--- config.mk ---
export PLATFORM = sky130hd
export DESIGN_NAME = swlm_write_lane_mask
export DESIGN_NICKNAME = d
export VERILOG_FILES = /design/src/logic/swlm_pkg.sv /design/src/logic/swlm_lane_if.sv /design/src/logic/swlm_lane_merge.sv /design/src/logic/swlm_write_lane_mask.sv
export SDC_FILE = /design/constraint.sdc
export NUM_CORES = 1
export LEC_CHECK = 0
export ABC_CLOCK_PERIOD_IN_PS = 6500
export BUFFER_PORTS_ARGS = -buffer_cell sky130_fd_sc_hd__buf_2
export CORE_UTILIZATION = 50
export DETAILED_ROUTE_END_ITERATION = 16
export GPL_ROUTABILITY_DRIVEN = 0
export PLACE_DENSITY = 0.69
export SLEW_MARGIN = 25
export SYNTH_ARGS = -nofsm -noshare
export SYNTH_HDL_FRONTEND = slang
export SYNTH_HIERARCHICAL = 1
export SYNTH_SLANG_ARGS = --single-unit
--- constraint.sdc ---
create_clock -name core_clk -period 6.5 [get_ports core_clk]
set_input_delay 0.325 -clock core_clk [delete_from_list [all_inputs] [get_ports core_clk]]
set_output_delay 0.325 -clock core_clk [all_outputs]
set_load 0.02 [all_outputs]
--- src/logic/swlm_pkg.sv ---
// Shared constants and types for the write lane mask block.
package swlm_pkg;
    // Data width of each variant.
    localparam int W_X8 = 8;
    localparam int W_X9 = 9;
    localparam int W_X18 = 18;
    localparam int W_X36 = 36;
    // Lane width for byte-lane variants and nibble width for the x8 variant.
    localparam int LANE_W = 9;
    localparam int NIB_W = 4;
    // Words per write burst.
    localparam int BURST_LEN = 4;
    localparam int BEAT_IDX_W = 2;
    // Default array depth (locations) for the model array.
    localparam int DEPTH_DEF = 16;
    // Reset value of the beat counter.
    localparam logic [1:0] BEAT_RST = 2'h0;
    typedef enum logic [1:0] {
        SWLM_IDLE = 2'b00,
        SWLM_BURST = 2'b01
    } swlm_state_t;
endpackage

--- src/logic/swlm_lane_if.sv ---
// Interface carrying one masked write beat from the capture logic to the lane merger.
`timescale 1ns/1ps
`default_nettype none
interface swlm_lane_if #(
    parameter int WIDTH = 36,
    parameter int LANES = 4
);
    logic [WIDTH-1:0] old_word;
    logic [WIDTH-1:0] new_word;
    logic [LANES-1:0] sel_n;
    logic [WIDTH-1:0] merged;
    modport cap (output old_word, output new_word, output sel_n, input merged);
    modport mrg (input old_word, input new_word, input sel_n, output merged);
endinterface
`default_nettype wire

--- src/logic/swlm_lane_merge.sv ---
// Lane merger: picks each lane from the new word or the stored word by its select.
`timescale 1ns/1ps
`default_nettype none
module swlm_lane_merge #(
    parameter int WIDTH = 36,
    parameter int LANES = 4
) (
    // Beat to merge
    swlm_lane_if.mrg lane
);
    localparam int LW = WIDTH / LANES;
    genvar g;
    generate
        for (g = 0; g < LANES; g++)
        begin : g_lane
            // A low select takes the new lane, a high one keeps the old.
            assign lane.merged[g*LW +: LW] = lane.sel_n[g] ? lane.old_word[g*LW +: LW]
                                                           : lane.new_word[g*LW +: LW];
        end
    endgenerate
endmodule
`default_nettype wire

--- src/logic/swlm_write_lane_mask.sv ---
// Write data port lane masking for a four-word burst DDR synchronous SRAM.
// Overview of operation
// - x8: low nibble select low, high select high stores bits 3:0 only.
// - x8: high nibble select low, low select high stores bits 7:4 only.
// - x18: select 0 gates bits 8:0, select 1 bits 17:9; high keeps.
// - x36: all four selects low store the whole 36-bit word.
// - x36: selects 0..3 gate lanes 8:0, 17:9, 26:18, 35:27 when low.
// - x9: single select low stores bits 8:0; high stores nothing.
// - All selects high leave the addressed word untouched for that beat.
// - Selects are sampled per beat, each applying only to its own beat.
// - Each clock carries two beats, one per input clock rising edge.
`timescale 1ns/1ps
`default_nettype none
module swlm_write_lane_mask #(
    parameter int WIDTH = 36,
    parameter int LANES = 4,
    parameter int DEPTH = swlm_pkg::DEPTH_DEF,
    parameter int AW = 4
) (
    // Clock and reset
    input wire logic core_clk,
    input wire logic rst_n,
    // Write burst start, burst base address
    input wire logic wr_start,
    input wire logic [AW-1:0] wr_addr,
    // Beat on the positive input clock edge
    input wire logic [WIDTH-1:0] pos_data,
    input wire logic [LANES-1:0] pos_sel_n,
    // Beat on the negative input clock edge
    input wire logic [WIDTH-1:0] neg_data,
    input wire logic [LANES-1:0] neg_sel_n,
    // Array readback port and burst busy flag
    input wire logic [AW-1:0] rd_addr,
    output logic [WIDTH-1:0] rd_data,
    output logic busy
);
    // The two edges of the input clocks are presented as two beats per core_clk
    // cycle, so the whole block runs on one clock with both beats in parallel.
    typedef struct packed {
        swlm_pkg::swlm_state_t st;
        logic [swlm_pkg::BEAT_IDX_W-1:0] beat;
        logic [AW-1:0] base;
        logic [WIDTH-1:0] rd;
        logic busy;
    } swlm_st_t;

    swlm_st_t s_q, s_d;
    logic [WIDTH-1:0] mem_q [DEPTH];
    logic [AW-1:0] addr_p, addr_n;
    logic [swlm_pkg::BEAT_IDX_W-1:0] beat_now, beat_nx;
    logic in_burst;

    swlm_lane_if #(.WIDTH(WIDTH), .LANES(LANES)) lane_p ();
    swlm_lane_if #(.WIDTH(WIDTH), .LANES(LANES)) lane_n ();

    swlm_lane_merge #(.WIDTH(WIDTH), .LANES(LANES)) u_merge_p (.lane(lane_p.mrg));
    swlm_lane_merge #(.WIDTH(WIDTH), .LANES(LANES)) u_merge_n (.lane(lane_n.mrg));

    // Burst starts with beats A and A+1 in the same cycle as wr_start.
    assign in_burst = wr_start || (s_q.st == swlm_pkg::SWLM_BURST);
    assign beat_now = wr_start ? swlm_pkg::BEAT_RST : s_q.beat;
    assign beat_nx = beat_now + 2'h1;
    // Each beat's position selects its own burst word address; the sum wraps at
    // the array size, so a burst may start on the last words.
    assign addr_p = (wr_start ? wr_addr : s_q.base) + AW'(beat_now);
    assign addr_n = (wr_start ? wr_addr : s_q.base) + AW'(beat_nx);

    // Each beat carries its own sampled mask to its own merger.
    assign lane_p.old_word = mem_q[addr_p];
    assign lane_p.new_word = pos_data;
    assign lane_p.sel_n = pos_sel_n;
    assign lane_n.old_word = mem_q[addr_n];
    assign lane_n.new_word = neg_data;
    assign lane_n.sel_n = neg_sel_n;

    always_comb
    begin
        s_d = s_q;
        s_d.rd = mem_q[rd_addr];
        case (s_q.st)
            swlm_pkg::SWLM_IDLE:
            begin
                if (wr_start)
                begin
                    s_d.st = swlm_pkg::SWLM_BURST;
                    s_d.base = wr_addr;
                    s_d.beat = 2'h2;
                end
            end
            swlm_pkg::SWLM_BURST:
            begin
                // A start here is against the rules; it is taken as a fresh burst so
                // that the second cycle's addresses follow the beats actually written.
                if (wr_start)
                begin
                    s_d.base = wr_addr;
                    s_d.beat = 2'h2;
                end
                else
                begin
                    s_d.st = swlm_pkg::SWLM_IDLE;
                    s_d.beat = swlm_pkg::BEAT_RST;
                end
            end
            default:
            begin
                s_d.st = swlm_pkg::SWLM_IDLE;
            end
        endcase
        s_d.busy = (s_d.st == swlm_pkg::SWLM_BURST);
    end

    always_ff @(posedge core_clk)
    begin
        if (!rst_n)
        begin
            s_q <= '0;
        end
        else
        begin
            s_q <= s_d;
        end
    end

    // Lanes with a high select write back the stored value, so an all-high mask
    // leaves the word as it was; the x9 variant is the one-lane case.
    always_ff @(posedge core_clk)
    begin
        if (in_burst)
        begin
            mem_q[addr_p] <= lane_p.merged;
            mem_q[addr_n] <= lane_n.merged;
        end
    end

    // Readback shows the word as it stood before this edge's writes, so a read of
    // a word under write returns the older value.
    assign rd_data = s_q.rd;
    assign busy = s_q.busy;

    // Helpers for checks: the words that each beat is about to overwrite.
    logic [WIDTH-1:0] chk_old;
    logic [WIDTH-1:0] chk_old_n;
    assign chk_old = mem_q[addr_p];
    assign chk_old_n = mem_q[addr_n];
endmodule
`default_nettype wire

Word-level counts from Yosys, hierarchy flattened

Memories as Yosys holds them, arrays and structs flattened. A register that Yosys moved wholly into a read port is not among the register bits.
Index checks and enable logic that the tools add are counted.

Reductions and logical operators: 13
Equal/unequal tests: 11
Mux-type cells: 17
Shift-type cells: 0
Add/sub/neg operators: 3
Multipliers: 0
Magnitude comparators: 0
Div/mod/pow operators: 0
Bitwise gates (word level): 0

Operators with widths:

| cell                  | number |
|---|---|
| $mux W9               | 8 |
| $reduce_and A2 Y1     | 9 |
| $pmux W6 S2           | 1 |
| $add A4 B2 Y4         | 2 |
| $mux W8               | 1 |
| $ne A1 B1 Y1 const B  | 8 |
| $mux W2               | 3 |
| $eq A2 B1 Y1 const B  | 2 |
| $mux W4               | 1 |
| $pmux W2 S2           | 1 |
| $add A2 B1 Y2 const B | 1 |
| $logic_not A2 Y1      | 1 |
| $mux W1               | 2 |
| $ne A2 B2 Y1 const B  | 1 |
| $reduce_bool A2 Y1    | 1 |
| $logic_not A1 Y1      | 1 |
| $logic_or A1 B1 Y1    | 1 |

Register bits after elaboration: 9
ROM bits: 0
RAM bits: 576
Latch bits: 0
Input bits: 91
Word-level logic and storage cells: 49
Memories kept: 1

Memory list:

| memory | words | width | read ports | clocked after memory_dff | wr ports | line                       | source |
|---|---|---|---|---|---|---|---|
| mem_q  | 16    | 36    | 1          | 1                        | 2        | swlm_write_lane_mask.sv:48 | `logic [WIDTH-1:0] mem_q [DEPTH];` |

Longest topological paths before layout

Depth after elaboration: 5
Depth in mapped cells: 14
Depth with buffers taken out: 10

Cells and area by module

Netlist, hierarchy kept.

By module, submodules not included:

| module               | instances | area each (um2) | cells an instance | sequential area each (um2) |
|---|---|---|---|---|
| swlm_write_lane_mask | 1         | 39927.0         | 2321              | 18177.4 |
| swlm_lane_merge      | 2         | 585.6           | 40                | 0.0 |

Worst setup path before layout

No wires, ideal clock.

Path kind: input to register
From: input port wr_start
To: memory mem_q[0][0], enable pin
Path buffers: 5
Arrival: 5162 ps
Data required time: 6014 ps
Setup slack: 852 ps
Stages: 9
Cells stage by stage: buf_6 > mux2_2 > ha_1 > buf_2 > buf_2 > buf_2 > buf_1 > or3_1 > o32ai_1

RTL lines:

| element     | line                       | source |
|---|---|---|
| from (decl) | swlm_write_lane_mask.sv:24 | `input wire logic wr_start,` |
| to (decl)   | swlm_write_lane_mask.sv:48 |  |

==> results.json <==
{
  "grt_pass1_vias": 26158,
  "slowest_stage": "nor2_4",
  "reg2reg_depth": 10,
  "setup_tns_ps": 0,
  "die_w_um": 289,
  "grt_max_degree": 93,
  "layout_min_cycle_time_ps": 4430,
  "synthFlopType": "edfxtp_1",
  "max_freq_mhz": 226,
  "path_clk_slew_ps": 60,
  "htree_levels": 3,
  "via_per_inst": 7.36,
  "finalCritPeriodShare_pct": 68.2,
  "dp_hpwl_mm": 70.0,
  "cts_buffer_depth": 3,
  "max_stage_delay_ps": 740,
  "start_kind": "flip-flop",
  "clock_latency_ps": 620,
  "dr_wl_met2_mm": 62.2,
  "ant_nets": 0,
  "finalSetupViolations": 0,
  "syn_to_final_growth_pct": 9.13,
  "seq_area_frac_synth_pct": 44.2,
  "wl_met3_mm": 13.5,
  "min_path_type": "in2reg",
  "worstPathArrival_ps": 4800,
  "cts_sinks": 620,
  "antenna_found_initial": 1,
  "power_switching_mw": 3.72,
  "drive_gt1_share_pct": 59.1,
  "cts_buffers": 72,
  "die-area_um2": 83300,
  "ff_latch_area_um2": 18200,
  "rows": 104,
  "status": "finished, final reports clean",
  "die_y_um": 289,
  "skew_ps": 18.8,
  "rsz0062_at_grt": "false",
  "ir_worst_vdd_mv": 0.219,
  "grt_pass1_wl_mm": 183,
  "clkPwrFrac_pct": 32.8,
  "ctsResizeCount": 0,
  "postCtsSetupRepairBufs": 0,
  "cp.required_ps": 6860,
  "dr.pass1.iters": 6,
  "hold_buffers": 1,
  "p_seq_share_pct": 38.7,
  "synth_seq_cells": 620,
  "p_comb_share_pct": 28.5,
  "synth_area_per_cell_um2": 17.1,
  "ys_types": 52,
  "dp_slack_ps": 1690,
  "synthCells": 2401,
  "timing.final.ws_setup_ps": 2070,
  "power_mw": 12.9,
  "whs_path_depth": 3,
  "wl_met1_mm": 46.3,
  "slew_violations": 0,
  "path_max_fanout": 23,
  "leakage_nw": 15.1,
  "numPortBuffers": 127,
  "power.density_nw_per_um2": 288,
  "path_class": "reg2reg",
  "swShare_pct": 28.8,
  "grt-ovfl-total": 0,
  "timing.hold.ws_ps": 26.2,
  "crit_path_end_kind": "flip-flop",
  "highest_layer": "met4",
  "ys.warnings.count": 6,
  "crit_chain": "mux2i_1 > inv_1 > ha_1 > a21oi_1 > o21a_1 > nor2_4 > buf_4 > mux4_2 > mux2_4 > mux2_1",
  "clockRootBuffer": "clkbuf_16",
  "io_pins": 128,
  "track_usage_pct": 30.8,
  "cap_viol_max_count": 0,
  "synthArstFlopShare_pct": 0,
  "final_nets": 2469,
  "multi_input_area_um2": 21500,
  "drcViolationCount": 0,
  "num_vias": 25700,
  "p_int_mw": 9.20,
  "routed_wl_mm": 128,
  "start_util_pct": 50.8,
  "synth_edf_count": 576,
  "relSlewSlack_pct": 26.4,
  "core_area_um2": 80900,
  "wl_per_cell_um": 36.7,
  "tritoncts": "yes",
  "syn-cell-area_um2": 41100,
  "drt_iter0_drc": 3334,
  "diodes": 0,
  "hold_viol_final": 0,
  "fillers": 6250,
  "worst_slew_pin_slew_ps": 1100
}
[layer usage]
metal  vias to the layer above  GRT usage, %
met5                         -             0
met4                         0          13.4
met3                       365          5.82
met2                      1792          50.9
met1                     13545          39.8
li1                       9998             -
[critical path: cells and delay by family (launching register included)]
family | cells | cell delay, ps
compound gates | 2 | 650
fa+ha+maj | 1 | 310
buf+inv | 2 | 800
mux | 4 | 1360
simple gates | 1 | 740
flops | 1 | 310
[area by class of cell]
cell class | instances | area share, %
multi-input cells | 1470 | 48.0
flip-flops and latches | 620 | 40.5
clock buffers | 90 | 4.42
repair buffers | 201 | 3.04
well taps | 1060 | 2.96
clock inverters | 42 | 1.01
inverters | 7 | 0.0586
[registers in the layout, indices dropped and copies added (netlist names)]
signal and count:
rd_data 36, mem_q 576, s_q 7, busy 1
[through the flow]
step / utilization, % / std cells / cell area, um^2
detailed placement: 52.4 / 3357 / 42400
global route: 55.4 / 3490 / 44900
global placement: 52.3 / 3354 / 42300
CTS: 55.4 / 3490 / 44800
finish: 55.4 / 3490 / 44900
floorplan: - / 2402 / 41100
[path summary, 6_finish.rpt]
check	startpoint	end	slack [ps]
min reg2reg	s_q[42]	s_q[42]	520
max reg2reg	s_q[38]	mem_q[14][6]	2070
min	wr_addr[1]	s_q[38]	30
max	s_q[38]	mem_q[14][6]	2070
[synthesized netlist by cell type (9+ instances only)]
| library cell | number | area (um^2) |
|---|---|---|
| mux2_2 | 549 | 6180 |
| o211ai_1 | 10 | 75.1 |
| mux2i_1 | 185 | 1850 |
| o22ai_1 | 23 | 144 |
| mux2_4 | 73 | 1100 |
| clkbuf_1 | 150 | 563 |
| buf_6 | 45 | 507 |
| nor2b_1 | 9 | 56.3 |
| mux4_2 | 455 | 10200 |
| buf_2 | 49 | 245 |
| buf_4 | 40 | 300 |
| nand2_1 | 14 | 52.6 |
| buf_1 | 21 | 78.8 |
| mux2_1 | 28 | 315 |
| dfxtp_1 | 44 | 881 |
| edfxtp_1 | 576 | 17300 |
[power by group through the flow]
stage               Combinational, mW  Sequential [mW]  Clock (mW)
detailed placement               3.64             5.08           0
global placement                 3.55             5.06           0
global route                     3.87             5.03        4.41
CTS                              3.66             5.00        4.27
floorplan                        2.78             5.04           0
finish                           3.69             5.00        4.23
[cells in the final DEF, fill, tap and decap left out, drive strengths merged, types with 3 or more instances in the layout]
cell type,Yosys,final
edfxtp,576,576
conb,2,3
nor4,6,6
dfxtp,44,44
inv,7,9
and3,7,7
o211ai,12,12
or3,3,3
mux2,650,650
nand4,8,8
nor3,3,3
a22o,7,7
ha,4,4
nand2,14,14
clkbuf,150,90
buf,155,200
xnor2,5,5
a221o,7,7
o31ai,3,3
nor2b,9,9
and2,4,4
o32ai,5,5
o21bai,6,6
nand3,6,6
nor2,6,6
a211oi,6,6
mux2i,187,187
o22ai,23,23
bufinv,0,9
a21oi,3,3
a32oi,6,6
mux4,455,455
clkinv,0,29
a22oi,7,7
o21ai,5,5
[cell families after synthesis]
family | share of synthesized area [%]
flip-flops | 44.2
AO/OA/AOI/OAI | 1.97
AND/OR/NAND/NOR | 1.16
adder cells (fa/ha/maj) | 0.219
buffers and inverters | 4.19
XOR/XNOR | 0.192
other | 0.0183
multiplexers | 48.0
No activity file was read; power rests on OpenSTA's default activity.
